File: config.mk
export PLATFORM = sky130hd
export DESIGN_NAME = dcs_ctrl
export DESIGN_NICKNAME = d
export VERILOG_FILES = /design/src/verilog/dcs_pkg.sv /design/src/verilog/dcs_ctrl.sv
export VERILOG_INCLUDE_DIRS = /design/src /design/src/verilog
export SDC_FILE = /design/constraint.sdc
export NUM_CORES = 1
export LEC_CHECK = 0
export ABC_AREA = 1
export BUFFER_PORTS_ARGS = -buffer_cell sky130_fd_sc_hd__buf_4
export CAP_MARGIN = 0
export CORE_MARGIN = 2
export CORE_UTILIZATION = 45
export CTS_CLUSTER_DIAMETER = 150
export DETAILED_ROUTE_END_ITERATION = 6
export PLACE_DENSITY = 0.67
export SYNTH_ARGS = -nofsm -noshare
export SYNTH_HDL_FRONTEND = slang
export SYNTH_SLANG_ARGS = --single-unit
export TNS_END_PERCENT = 20
File: constraint.sdc
create_clock -name clk_i -period 4.9 [get_ports clk_i]
set_input_delay 0.49 -clock clk_i [delete_from_list [all_inputs] [get_ports clk_i]]
set_output_delay 0.49 -clock clk_i [all_outputs]
set_load 0.005 [all_outputs]
File: src/verilog/dcs_map.svh
`ifndef DCS_MAP_SVH
`define DCS_MAP_SVH

// register byte offsets
`define DCS_CMD_SRC_OFF      8'h00
`define DCS_ESC_FUNC_OFF     8'h04
`define DCS_RUN_PREVENT_OFF  8'h08
`define DCS_PON_RUN_OFF      8'h0c
`define DCS_STATION_OFF      8'h10
`define DCS_PROTO_OFF        8'h14
`define DCS_BAUD_OFF         8'h18
`define DCS_FRAME_OFF        8'h1c
`define DCS_TERM_FUNC_OFF    8'h20
`define DCS_STATUS_OFF       8'h24

// reset values
`define DCS_CMD_SRC_RST      3'h0
`define DCS_ESC_FUNC_RST     2'h0
`define DCS_RUN_PREVENT_RST  2'h0
`define DCS_PON_RUN_RST      1'h0
`define DCS_STATION_RST      8'h01
`define DCS_PROTO_RST        2'h0
`define DCS_BAUD_RST         3'h3
`define DCS_FRAME_RST        2'h0
`define DCS_TERM_FUNC_RST    30'h0000_0000

// setting values and limits
`define DCS_ESC_LOCAL_REMOTE 2'h2
`define DCS_CMD_SRC_MAX      3'h5
`define DCS_ESC_FUNC_MAX     2'h2
`define DCS_PREVENT_MAX      2'h2
`define DCS_PREVENT_FWD      2'h1
`define DCS_PREVENT_REV      2'h2
`define DCS_STATION_MIN      8'h01
`define DCS_STATION_MAX      8'hfa
`define DCS_PROTO_MAX        2'h2
`define DCS_BAUD_MAX         3'h7
`define DCS_FRAME_MAX        2'h3

// terminal function codes
`define DCS_TF_WIDTH         6
`define DCS_TF_FX            6'h01
`define DCS_TF_RX            6'h02
`define DCS_TF_RUN_EN        6'h0d
`define DCS_TF_JOG_FWD       6'h2e
`define DCS_TF_JOG_REV       6'h2f
`define DCS_TF_PREEXC        6'h30
`define DCS_TF_MAX           6'h36

// status bit positions
`define DCS_ST_REMOTE        0
`define DCS_ST_RUN           1
`define DCS_ST_REV           2
`define DCS_ST_JOG           3
`define DCS_ST_DECEL         4
`define DCS_ST_WAIT_OFF      5
`define DCS_ST_FAULT_BOOT    6
`define DCS_ST_ARMED_LSB     8

// settle cycles before the fault-boot level is taken
`define DCS_BOOT_CYCLES      2'h3

`endif

File: src/verilog/dcs_pkg.sv
package dcs_pkg;

  // operating mode, one-hot
  typedef enum logic [1:0] {
    DCS_MODE_REMOTE = 2'b01,
    DCS_MODE_LOCAL  = 2'b10
  } dcs_mode_t;

  // run command source setting
  typedef enum logic [2:0] {
    DCS_SRC_KEYPAD   = 3'h0,
    DCS_SRC_TERM_FR  = 3'h1,
    DCS_SRC_TERM_RD  = 3'h2,
    DCS_SRC_SERIAL   = 3'h3,
    DCS_SRC_FIELDBUS = 3'h4,
    DCS_SRC_USERSEQ  = 3'h5
  } dcs_src_t;

endpackage
File: src/verilog/dcs_ctrl.sv
// The placing of the registers and the Wishbone register port are this design's own decisions.
`timescale 1ns/1ps
`include "dcs_map.svh"

module dcs_ctrl #(
  parameter int N_TERM          = 5,
  parameter bit PON_RUN_DEFAULT = 1'b0
) (
  input  wire logic                  clk_i,
  input  wire logic                  rst_i,
  // classic wishbone slave
  input  wire logic                  cyc_i,
  input  wire logic                  stb_i,
  input  wire logic                  we_i,
  input  wire logic [7:0]            adr_i,
  input  wire logic [3:0]            sel_i,
  input  wire logic [31:0]           dat_i,
  output logic      [31:0]           dat_o,
  output logic                       ack_o,
  // terminal pins and fault-boot strap, asynchronous
  input  wire logic [N_TERM-1:0]     term_i,
  input  wire logic                  fault_boot_i,
  // keypad events, one-cycle pulses except jog
  input  wire logic                  key_run_i,
  input  wire logic                  key_stop_i,
  input  wire logic                  key_rev_i,
  input  wire logic                  key_fwd_i,
  input  wire logic                  key_esc_i,
  input  wire logic                  key_jog_i,
  // serial engine command, same clock
  input  wire logic                  comm_valid_i,
  input  wire logic                  comm_run_i,
  input  wire logic                  comm_rev_i,
  // field bus / user sequence command levels
  input  wire logic                  ext_run_i,
  input  wire logic                  ext_rev_i,
  // drive outputs
  output logic                       run_o,
  output logic                       reverse_o,
  output logic                       jog_o,
  output logic                       decel_stop_o,
  output logic                       remote_o,
  output logic                       set_led_flash_o,
  // serial engine configuration
  output logic      [7:0]            serial_station_number_o,
  output logic      [1:0]            serial_protocol_select_o,
  output logic      [2:0]            serial_baud_code_o,
  output logic      [1:0]            serial_frame_format_o
);

  initial begin
    if (N_TERM != 5) $error("dcs_ctrl: N_TERM must be 5");
  end

  localparam int TFW = `DCS_TF_WIDTH;

  // settings
  dcs_pkg::dcs_src_t           cmd_src;
  logic [1:0]                  escape_key_function;
  logic [1:0]                  run_prevent;
  logic                        pon_run;
  logic [N_TERM*TFW-1:0]       terminal_function_assign;

  // state
  dcs_pkg::dcs_mode_t          mode;
  logic [N_TERM-1:0]           term_m;
  logic [N_TERM-1:0]           term_s;
  logic [N_TERM-1:0]           armed;
  logic                        fb_m;
  logic                        fb_s;
  logic [1:0]                  boot_cnt;
  logic                        fault_boot;
  logic                        wait_all_off;
  logic                        local_run;
  logic                        local_rev;
  logic                        rem_run;
  logic                        rem_rev;
  logic                        esc_toggle;
  logic                        wr_stb;
  logic                        rd_stb;

  // merges byte lanes of a write into the old word
  function automatic logic [31:0] wmerge(input logic [31:0] old, input logic [31:0] nw,
                                         input logic [3:0] sel);
    logic [31:0] r;
    r = old;
    for (int b = 0; b < 4; b++) begin
      if (sel[b]) r[b*8 +: 8] = nw[b*8 +: 8];
    end
    return r;
  endfunction

  // mask of terminals whose assigned function equals code
  function automatic logic [N_TERM-1:0] tf_hit(input logic [N_TERM*TFW-1:0] tfa,
                                               input logic [TFW-1:0] code);
    logic [N_TERM-1:0] m;
    m = '0;
    for (int i = 0; i < N_TERM; i++) begin
      m[i] = (tfa[i*TFW +: TFW] == code);
    end
    return m;
  endfunction

  assign wr_stb = cyc_i && stb_i && we_i && !ack_o;
  assign rd_stb = cyc_i && stb_i && !we_i && !ack_o;
  logic [31:0] tfa_next;
  assign tfa_next = wmerge({2'h0, terminal_function_assign}, dat_i, sel_i);

  // two-flop synchronisers for pins; only the second stage is used
  always_ff @(posedge clk_i) begin
    if (rst_i) begin
      term_m <= '0;
      term_s <= '0;
      fb_m   <= 1'b0;
      fb_s   <= 1'b0;
    end else begin
      term_m <= term_i;
      term_s <= term_m;
      fb_m   <= fault_boot_i;
      fb_s   <= fb_m;
    end
  end

  // take the fault-boot level once the synchroniser has settled
  always_ff @(posedge clk_i) begin
    if (rst_i) begin
      boot_cnt   <= 2'h0;
      fault_boot <= 1'b0;
    end else if (boot_cnt != `DCS_BOOT_CYCLES) begin
      boot_cnt <= boot_cnt + 2'h1;
      if (boot_cnt == `DCS_BOOT_CYCLES - 2'h1) fault_boot <= fb_s;
    end
  end

  logic boot_edge;
  assign boot_edge = (boot_cnt == `DCS_BOOT_CYCLES - 2'h1);

  // decoded terminal functions
  logic [N_TERM-1:0] is_fx, is_rx, is_run_en, is_jf, is_jr, is_pre, gated, eff;
  assign is_fx     = tf_hit(terminal_function_assign, `DCS_TF_FX);
  assign is_rx     = tf_hit(terminal_function_assign, `DCS_TF_RX);
  assign is_run_en = tf_hit(terminal_function_assign, `DCS_TF_RUN_EN);
  assign is_jf     = tf_hit(terminal_function_assign, `DCS_TF_JOG_FWD);
  assign is_jr     = tf_hit(terminal_function_assign, `DCS_TF_JOG_REV);
  assign is_pre    = tf_hit(terminal_function_assign, `DCS_TF_PREEXC);
  // run, jog and pre-excitation terminals need re-arming; others pass
  assign gated     = is_fx | is_rx | is_jf | is_jr | is_pre;
  assign eff       = wait_all_off ? '0 : (term_s & (armed | ~gated));

  // a terminal arms once seen off; power-on run arms all at boot
  always_ff @(posedge clk_i) begin
    if (rst_i) begin
      armed <= '0;
    end else if (boot_edge && pon_run) begin
      armed <= '1;
    end else if (boot_cnt == `DCS_BOOT_CYCLES) begin
      // the synchroniser resets low, so arming waits until it shows the pins
      armed <= armed | ~term_s;
    end
  end

  // after a fault boot, remote entry by the escape key holds terminals until all are off
  always_ff @(posedge clk_i) begin
    if (rst_i) begin
      wait_all_off <= 1'b0;
    end else if (esc_toggle && mode == dcs_pkg::DCS_MODE_LOCAL && fault_boot) begin
      wait_all_off <= 1'b1;
    end else if (term_s == '0) begin
      wait_all_off <= 1'b0;
    end
  end

  // escape toggles only with function 2, or with any function after a fault boot
  assign esc_toggle = key_esc_i &&
                      (escape_key_function == `DCS_ESC_LOCAL_REMOTE || fault_boot);

  // operating mode
  always_ff @(posedge clk_i) begin
    if (rst_i) begin
      mode <= dcs_pkg::DCS_MODE_REMOTE;
    end else if (boot_edge && fb_s) begin
      mode <= dcs_pkg::DCS_MODE_LOCAL;
    end else if (wr_stb && adr_i == `DCS_ESC_FUNC_OFF && sel_i[0] &&
                 dat_i[1:0] == `DCS_ESC_LOCAL_REMOTE) begin
      mode <= dcs_pkg::DCS_MODE_REMOTE;
    end else if (esc_toggle) begin
      case (mode)
        dcs_pkg::DCS_MODE_REMOTE: mode <= dcs_pkg::DCS_MODE_LOCAL;
        dcs_pkg::DCS_MODE_LOCAL:  mode <= dcs_pkg::DCS_MODE_REMOTE;
        default:                  mode <= dcs_pkg::DCS_MODE_REMOTE;
      endcase
    end
  end

  logic is_local;
  assign is_local = (mode == dcs_pkg::DCS_MODE_LOCAL);

  // keypad run latch in local mode; an escape toggle or the stop key clears it
  always_ff @(posedge clk_i) begin
    if (rst_i) begin
      local_run <= 1'b0;
      local_rev <= 1'b0;
    end else begin
      if (esc_toggle || key_stop_i) local_run <= 1'b0;
      else if (is_local && key_run_i) local_run <= 1'b1;
      if (key_rev_i) local_rev <= 1'b1;
      else if (key_fwd_i) local_rev <= 1'b0;
    end
  end

  // remote digital source latch: keypad or serial link
  always_ff @(posedge clk_i) begin
    if (rst_i) begin
      rem_run <= 1'b0;
      rem_rev <= 1'b0;
    end else if (esc_toggle) begin
      rem_run <= 1'b0;
    end else if (!is_local && cmd_src == dcs_pkg::DCS_SRC_SERIAL) begin
      if (comm_valid_i) begin
        rem_run <= comm_run_i;
        rem_rev <= comm_rev_i;
      end
    end else if (!is_local && cmd_src == dcs_pkg::DCS_SRC_KEYPAD) begin
      if (key_stop_i) rem_run <= 1'b0;
      else if (key_run_i) rem_run <= 1'b1;
      if (key_rev_i) rem_rev <= 1'b1;
      else if (key_fwd_i) rem_rev <= 1'b0;
    end else begin
      rem_run <= 1'b0;
    end
  end

  // command selection; terminal paths carry no latch, so remote entry follows them
  logic fx, rx, run_en, jog_f, jog_r, dem_run, dem_rev, dem_jog;
  assign fx     = |(eff & is_fx);
  assign rx     = |(eff & is_rx);
  assign run_en = |(term_s & is_run_en);
  assign jog_f  = |(eff & is_jf);
  assign jog_r  = |(eff & is_jr);

  always_comb begin
    dem_run = 1'b0;
    dem_rev = 1'b0;
    dem_jog = 1'b0;
    if (is_local) begin
      dem_run = local_run;
      dem_rev = local_rev;
      dem_jog = key_jog_i && run_en;
    end else begin
      case (cmd_src)
        dcs_pkg::DCS_SRC_TERM_FR: begin
          dem_run = fx ^ rx; // both on or both off is a stop
          dem_rev = rx && !fx;
          dem_jog = jog_f ^ jog_r;
          if (!dem_run && dem_jog) dem_rev = jog_r;
        end
        dcs_pkg::DCS_SRC_TERM_RD: begin
          dem_run = fx;
          dem_rev = rx;
          dem_jog = jog_f ^ jog_r;
          if (!dem_run && dem_jog) dem_rev = jog_r;
        end
        dcs_pkg::DCS_SRC_KEYPAD,
        dcs_pkg::DCS_SRC_SERIAL: begin
          dem_run = rem_run;
          dem_rev = rem_rev;
        end
        dcs_pkg::DCS_SRC_FIELDBUS,
        dcs_pkg::DCS_SRC_USERSEQ: begin
          dem_run = ext_run_i;
          dem_rev = ext_rev_i;
        end
        default: begin
          dem_run = 1'b0;
        end
      endcase
    end
  end

  // a demand in a prevented direction ramps to zero and holds
  logic blocked;
  assign blocked = (dem_run || dem_jog) &&
                   ((run_prevent == `DCS_PREVENT_FWD && !dem_rev) ||
                    (run_prevent == `DCS_PREVENT_REV && dem_rev));

  // registered drive commands
  always_ff @(posedge clk_i) begin
    if (rst_i) begin
      run_o        <= 1'b0;
      reverse_o    <= 1'b0;
      jog_o        <= 1'b0;
      decel_stop_o <= 1'b0;
    end else begin
      run_o        <= dem_run && !blocked;
      jog_o        <= dem_jog && !dem_run && !blocked;
      reverse_o    <= dem_rev;
      decel_stop_o <= blocked;
    end
  end

  assign remote_o        = !is_local;
  assign set_led_flash_o = is_local;

  // register writes; out-of-range values are ignored, except terminal function codes
  always_ff @(posedge clk_i) begin
    if (rst_i) begin
      cmd_src                  <= dcs_pkg::dcs_src_t'(`DCS_CMD_SRC_RST);
      escape_key_function      <= `DCS_ESC_FUNC_RST;
      run_prevent              <= `DCS_RUN_PREVENT_RST;
      pon_run                  <= PON_RUN_DEFAULT;
      serial_station_number_o  <= `DCS_STATION_RST;
      serial_protocol_select_o <= `DCS_PROTO_RST;
      serial_baud_code_o       <= `DCS_BAUD_RST;
      serial_frame_format_o    <= `DCS_FRAME_RST;
      terminal_function_assign <= `DCS_TERM_FUNC_RST;
    end else if (wr_stb) begin
      if (adr_i == `DCS_CMD_SRC_OFF) begin
        if (sel_i[0] && dat_i[2:0] <= `DCS_CMD_SRC_MAX)
          cmd_src <= dcs_pkg::dcs_src_t'(dat_i[2:0]);
      end else if (adr_i == `DCS_ESC_FUNC_OFF) begin
        if (sel_i[0] && dat_i[1:0] <= `DCS_ESC_FUNC_MAX)
          escape_key_function <= dat_i[1:0];
      end else if (adr_i == `DCS_RUN_PREVENT_OFF) begin
        if (sel_i[0] && dat_i[1:0] <= `DCS_PREVENT_MAX)
          run_prevent <= dat_i[1:0];
      end else if (adr_i == `DCS_PON_RUN_OFF) begin
        if (sel_i[0]) pon_run <= dat_i[0];
      end else if (adr_i == `DCS_STATION_OFF) begin
        if (sel_i[0] && dat_i[7:0] >= `DCS_STATION_MIN && dat_i[7:0] <= `DCS_STATION_MAX)
          serial_station_number_o <= dat_i[7:0];
      end else if (adr_i == `DCS_PROTO_OFF) begin
        if (sel_i[0] && dat_i[1:0] <= `DCS_PROTO_MAX) serial_protocol_select_o <= dat_i[1:0];
      end else if (adr_i == `DCS_BAUD_OFF) begin
        if (sel_i[0]) serial_baud_code_o <= dat_i[2:0];
      end else if (adr_i == `DCS_FRAME_OFF) begin
        if (sel_i[0]) serial_frame_format_o <= dat_i[1:0];
      end else if (adr_i == `DCS_TERM_FUNC_OFF) begin
        terminal_function_assign <= tfa_next[N_TERM*TFW-1:0];
      end
    end
  end

  // status word: the block's own state
  logic [31:0] status;
  always_comb begin
    status                          = 32'h0000_0000;
    status[`DCS_ST_REMOTE]          = !is_local;
    status[`DCS_ST_RUN]             = run_o;
    status[`DCS_ST_REV]             = reverse_o;
    status[`DCS_ST_JOG]             = jog_o;
    status[`DCS_ST_DECEL]           = decel_stop_o;
    status[`DCS_ST_WAIT_OFF]        = wait_all_off;
    status[`DCS_ST_FAULT_BOOT]      = fault_boot;
    status[`DCS_ST_ARMED_LSB +: N_TERM] = armed;
  end

  // read mux; unmapped addresses read zero and still ack
  logic [31:0] rdata;
  always_comb begin
    rdata = 32'h0000_0000;
    if (adr_i == `DCS_CMD_SRC_OFF) rdata[2:0] = cmd_src;
    else if (adr_i == `DCS_ESC_FUNC_OFF) rdata[1:0] = escape_key_function;
    else if (adr_i == `DCS_RUN_PREVENT_OFF) rdata[1:0] = run_prevent;
    else if (adr_i == `DCS_PON_RUN_OFF) rdata[0] = pon_run;
    else if (adr_i == `DCS_STATION_OFF) rdata[7:0] = serial_station_number_o;
    else if (adr_i == `DCS_PROTO_OFF) rdata[1:0] = serial_protocol_select_o;
    else if (adr_i == `DCS_BAUD_OFF) rdata[2:0] = serial_baud_code_o;
    else if (adr_i == `DCS_FRAME_OFF) rdata[1:0] = serial_frame_format_o;
    else if (adr_i == `DCS_TERM_FUNC_OFF) rdata[N_TERM*TFW-1:0] = terminal_function_assign;
    else if (adr_i == `DCS_STATUS_OFF) rdata = status;
  end

  // one wait state: ack one edge after the strobe, dropped the next
  always_ff @(posedge clk_i) begin
    if (rst_i) begin
      ack_o <= 1'b0;
      dat_o <= 32'h0000_0000;
    end else begin
      ack_o <= cyc_i && stb_i && !ack_o;
      if (rd_stb) dat_o <= rdata;
    end
  end

endmodule

# [After elaboration in Yosys (flattened, before gate mapping)]
# Cells that the tools add are included.
[totals] inputBits=66 wordCells=256 output_inout_bits=54 ff_bits=117
[op_classes] n_addsub=1 n_bitwise=25 n_eq_ne=55 n_mux=63 magnitude_cmp=4 reduce_logical=77
[op_table] cell="30-bit two-way mux" count=16
[op_table] cell="6-bit equality test (second input constant)" count=15
[op_table] cell="29-bit two-way mux" count=2
[op_table] cell="11-bit AND reduction" count=4
[op_table] cell="8-bit by 5-bit equality test with 1-bit output (second input constant)" count=4
[op_table] cell="1-bit logical AND" count=31
[op_table] cell="31-bit two-way mux" count=1
[op_table] cell="5-bit bitwise AND" count=6
[op_table] cell="6-bit by 1-bit equality test with 1-bit output (second input constant)" count=5
[op_table] cell="6-bit by 2-bit equality test with 1-bit output (second input constant)" count=5
[op_table] cell="6-bit by 4-bit equality test with 1-bit output (second input constant)" count=5
[op_table] cell="5-bit OR" count=6
[op_table] cell="28-bit two-way mux" count=1
[op_table] cell="5-bit OR reduction" count=5
[op_table] cell="24-bit two-way mux" count=1
[op_table] cell="3-bit two-way mux" count=8
[op_table] cell="1-bit two-way mux" count=19
[op_table] cell="8-bit by 4-bit equality test with 1-bit output (second input constant)" count=2
[op_table] cell="8-bit by 6-bit equality test with 1-bit output (second input constant)" count=2
[op_table] cell="2-bit two-way mux" count=8
[op_table] cell="5-bit two-way mux" count=3
[op_table] cell="13-bit two-way mux" count=1
[op_table] cell="2-bit equality test (second input constant)" count=6
[op_table] cell="5-bit inverter" count=2
[op_table] cell="other kinds (33)" count=67

# [Longest topological paths before layout]
[logic_depth] ltp_word=30 ltp_mapped=20 depth_no_buf=20

# [Worst setup path after synthesis]
# Ideal clock, no wire load.
[synth_path] path_type="register to register" start="reg terminal_function_assign[12]" end="reg run_o" path_slack_ns=2.863 setup_time_ns=0.111 t_arrival_ns=1.926 path_stages_with_launch=21 period_less_slack_ns=2.037 path_cell_list="dfxtp_1 > inv_1 > nor2_1 > nand3_1 > nand4_1 > nand2_2 > nand2_1 > nor2_1 > nor2_1 > nand3_2 > ha_1 > nand3_1 > nand2_1 > nand2_1 > nand2_1 > nand3_2 > nand2_2 > nand2_2 > nand2_1 > nand2_1 > nor2_1"
[synth_between] elab_chain_len=23 word_cells_on_any_way=48
[synth_lines] item="start: declaration" line_no="dcs_ctrl.sv:62" text="logic [N_TERM*TFW-1:0] terminal_function_assign;"
[synth_lines] item="start signal: assignment" line_no="dcs_ctrl.sv:315" text="terminal_function_assign <= `DCS_TERM_FUNC_RST;"
[synth_lines] item="start signal: assignment" line_no="dcs_ctrl.sv:338" text="terminal_function_assign <= tfa_next[N_TERM*TFW-1:0];"
[synth_lines] item="6-bit by 1-bit equality test with 1-bit output / 6-bit by 2-bit equality test with 1-bit output (equally long branches)" line_no="dcs_ctrl.sv:99" text="m[i] = (tfa[i*TFW +: TFW] == code);"
[synth_lines] item="5-bit OR (4 in a row)" line_no="dcs_ctrl.sv:147" text="assign gated = is_fx | is_rx | is_jf | is_jr | is_pre;"
[synth_lines] item="5-bit inverter" line_no="dcs_ctrl.sv:148" text="assign eff = wait_all_off ? '0 : (term_s & (armed | ~gated));"
[synth_lines] item="5-bit OR" line_no="dcs_ctrl.sv:148"
[synth_lines] item="5-bit bitwise AND" line_no="dcs_ctrl.sv:148"
[synth_lines] item="5-bit two-way mux" line_no="dcs_ctrl.sv:148"
[synth_lines] item="5-bit bitwise AND (on tied branches)" line_no="dcs_ctrl.sv:235, dcs_ctrl.sv:236"
[synth_lines] item="5-bit OR reduction (on tied branches)" line_no="dcs_ctrl.sv:235, dcs_ctrl.sv:236"
[synth_lines] item="[... 4 more ...]"
[synth_lines] item="1-bit one-hot mux with 4 select lines" line_no="dcs_ctrl.sv:250" text="case (cmd_src)"
[synth_lines] item="1-bit two-way mux" line_no="dcs_ctrl.sv:245" text="if (is_local) begin"
[synth_lines] item="1-bit zero test" line_no="dcs_ctrl.sv:283" text="((run_prevent == `DCS_PREVENT_FWD && !dem_rev) ||"
[synth_lines] item="1-bit logical AND" line_no="dcs_ctrl.sv:283"
[synth_lines] item="1-bit logical OR" line_no="dcs_ctrl.sv:283"
[synth_lines] item="1-bit logical AND" line_no="dcs_ctrl.sv:282" text="assign blocked = (dem_run || dem_jog) &&"
[synth_lines] item="1-bit zero test" line_no="dcs_ctrl.sv:294" text="run_o <= dem_run && !blocked;"
[synth_lines] item="1-bit logical AND (*)" line_no="dcs_ctrl.sv:294"
[synth_lines] item="end signal: assignment" line_no="dcs_ctrl.sv:294"
[synth_lines] item="end: declaration" line_no="dcs_ctrl.sv:38" text="output logic run_o,"
# Every way passes the cells marked *; elsewhere a longest branch is shown, timed or not.
# A chain may end at the register's enable or synchronous reset.

# [Worst setup path after layout]
[layout_path] start="in adr_i[1]" end="reg terminal_function_assign[7]"
[layout_between] elab_chain_len=3 word_cells_on_any_way=18
[layout_lines] item="start: declaration" line_no="dcs_ctrl.sv:15" text="input wire logic [7:0] adr_i,"
[layout_lines] item="8-bit by 5-bit equality test with 1-bit output (no source line) (tied with other cells)"
[layout_lines] item="1-bit inverter (no source line)"
[layout_lines] item="11-bit AND reduction (no source line) (*)"
# Marked as above.

==> results.json <==
{
  "outcome": "complete, no violations",
  "worst_setup_path_end_kind": "flip-flop",
  "path_max_fanout": 21,
  "grt_max_degree": 87,
  "die_y_um": 116,
  "antenna_found_initial": 0,
  "remaining_drc_errors": 0,
  "postSynthAreaPerCell_um2": 6.87,
  "start_util_pct": 46.5,
  "fillers": 1217,
  "setup_viol": 0,
  "drt-wirelength-per-cell_um": 14.5,
  "root_buffer": "clkbuf_16",
  "tns_ps": 0,
  "finalHoldViolations": 0,
  "grt_pass1_vias": 5201,
  "yosysMostFrequentCell": "nand2_1",
  "leakage_nw": 3.04,
  "fmax_ghz": 0.395,
  "tightestPinTransition_ps": 913,
  "cts_setup_buffers": 0,
  "yosysWarnings": 0,
  "crit_start": "adr_i[1]",
  "track_usage_pct": 25.1,
  "startpoint_type": "primary input",
  "netlist_instances": 823,
  "worstSkewPairLatency_ps": 420,
  "slew_violations": 0,
  "core.rowCount": 40,
  "yosys.area.top_type_share_pct": 40.7,
  "die-area_mm2": 0.0135,
  "wl_um": 16200,
  "r2r_cells": 15,
  "numPortBuffers": 115,
  "skew_ps": 7.01,
  "maxCapViolCount": 0,
  "drt_iter0_drc": 442,
  "vdd_drop_max_mv": 0.329,
  "first_pass_iters": 5,
  "whs_path_depth": 2,
  "cts_tree": "yes",
  "synth_flop_cell": "dfxtp_1",
  "grt_pass1_wl_um": 26000,
  "finalCriticalPeriod_ps": 2530,
  "htreeDepth": 4,
  "post-dp-hpwl_um": 12100,
  "layout-drive-gt1-share_pct": 20.6,
  "gr-total-overflow": 0,
  "layout-area-overhead-vs-synth_pct": 27.7,
  "async_reset_ff_share_pct": 0,
  "grt_setup_unrepaired": "no",
  "seq_area_frac_synth_pct": 40.7,
  "worstHoldStart": "key_stop_i",
  "period_share_pct": 51.7,
  "synth_area_mm2": 0.00565,
  "diodes": 0,
  "cts_resized": 0,
  "synth.largest_area_cell": "dfxtp_1",
  "die_w_um": 116,
  "worstReg2RegStart": "terminal_function_assign[7]$_SDFFE_PP0P_",
  "core_area_mm2": 0.0122,
  "holdBufCountCts": 0,
  "path_class": "primary input to flip-flop",
  "gp_congestion": 1.02,
  "fin_total_pwr_w": 0.00231,
  "crit_required_ps": 5190,
  "synth_area_leaders": "dfxtp_1 41%, nand2_1 10%, a21oi_1 7.5%",
  "max_slew_margin_pct": 39.1,
  "numCtsBuffers": 17,
  "worstPathArrival_ps": 2820,
  "clock_path_buffers": 2,
  "synth-edff-count": 0,
  "power_density_mw_per_mm2": 321,
  "synth_common_cells": "153 x nand2_1, 115 x dfxtp_1, 98 x inv_1, 91 x nor2_1, 85 x a21oi_1",
  "synth_seq_cells": 115,
  "clock-sinks": 115,
  "io_pins": 120,
  "vias": 5805,
  "antenna_left": 0,
  "synth_cell_type_count": 42,
  "nets": 1003,
  "vias_per_cell": 5.21,
  "path_clk_slew_ps": 50,
  "hold_class": "primary input to flip-flop"
}
[stage by stage]
| step | hold slack, ps | setup slack [ps] | instances | util (%) | area (um^2) |
|---|---|---|---|---|---|
| 6_report | 248 | 2370 | 1114 | 59.4 | 7220 |
| 5_1_grt | 237 | 2020 | 1114 | 59.4 | 7220 |
| 4_1_cts | 231 | 2420 | 1114 | 59.4 | 7220 |
| 3_5_place_dp | 393 | 1980 | 1082 | 54.5 | 6630 |
| 3_3_place_gp | 390 | 2110 | 1082 | 54.5 | 6630 |
| 2_1_floorplan | 388 | 2860 | 824 | - | 5660 |
[path summary, 6_finish.rpt]
| path | end | slack, ps |
|---|---|---|
| setup / recovery | terminal_function_assign[7]$_SDFFE_PP0P_ | 2370 |
| hold / removal | local_run$_SDFFE_PP0P_ | 250 |
| setup reg to reg | decel_stop_o$_SDFF_PP0_ | 2450 |
| hold reg to reg | term_s[0]$_SDFF_PP0_ | 400 |
[logic make-up (layout without fill, tap and decap cells)]
logic type / Yosys count / after routing / share of synthesized area, %
adder cells (fa/ha/maj): 4 / 4 / 0.885
flip-flops: 115 / 115 / 40.7
other: 1 / 2 / 0.0663
XOR/XNOR: 1 / 1 / 0.155
AO/OA/AOI/OAI: 189 / 189 / 18.7
multiplexers: 1 / 1 / 0.177
buffers and inverters: 140 / 262 / 9.52
AND/OR/NAND/NOR: 372 / 372 / 29.8
[final cells by class]
class / instances / area [um^2] / area share (%)
inverter: 113 / 424 / 5.88
multi-input combinational: 569 / 2820 / 39.0
timing repair buffer: 117 / 878 / 12.2
sequential: 115 / 2300 / 31.9
clock buffer: 17 / 425 / 5.89
clock inverter: 15 / 160 / 2.22
tap: 168 / 210 / 2.91
[flip-flops by register name (all words and copies together) (netlist names), 2 cells and up]
| name | flops |
|---|---|
| serial_protocol_select_o | 2 |
| run_prevent | 2 |
| term_m | 5 |
| cmd_src | 3 |
| mode | 2 |
| serial_baud_code_o | 3 |
| armed | 5 |
| escape_key_function | 2 |
| serial_frame_format_o | 2 |
| serial_station_number_o | 8 |
| dat_o | 30 |
| boot_cnt | 2 |
| term_s | 5 |
| terminal_function_assign | 30 |
[layout by cell type (no fill, tap or decap), drive strengths merged, types with 7 or more instances in the layout]
cell / netlist / layout
a211oi: 7 / 7
a21oi: 85 / 85
buf: 4 / 117
clkbuf: 23 / 17
clkinv: 1 / 7
dfxtp: 115 / 115
inv: 112 / 114
nand2: 157 / 157
nand3: 73 / 73
nand4: 12 / 12
nor2: 107 / 107
nor3: 12 / 12
o211ai: 7 / 7
o21ai: 66 / 66
[power breakdown]
group	internal (W)	total [W]	switching (W)
clock network	0.000750	0.00121	0.000461
logic	0.0000586	0.000141	0.0000825
registers	0.000953	0.000963	0.0000106
total	0.00176	0.00231	0.000554
[critical path: stages]
cell and delay, ps:
buf_4 120, nor2_2 150, nand2_1 100, nor2_1 270, nand2_1 120, inv_1 580
nand3_1 540, o21ai_0 380, a21oi_1 60
[per-layer routing]
metal	GRT usage (%)	vias up	wire, um
met4	7.86	0	248
li1	-	2959	-
met2	35.9	186	6910
met5	0	-	0
met1	37.2	2638	8020
met3	5.65	22	1010
Note: power is estimated with default switching activity, not from simulation.
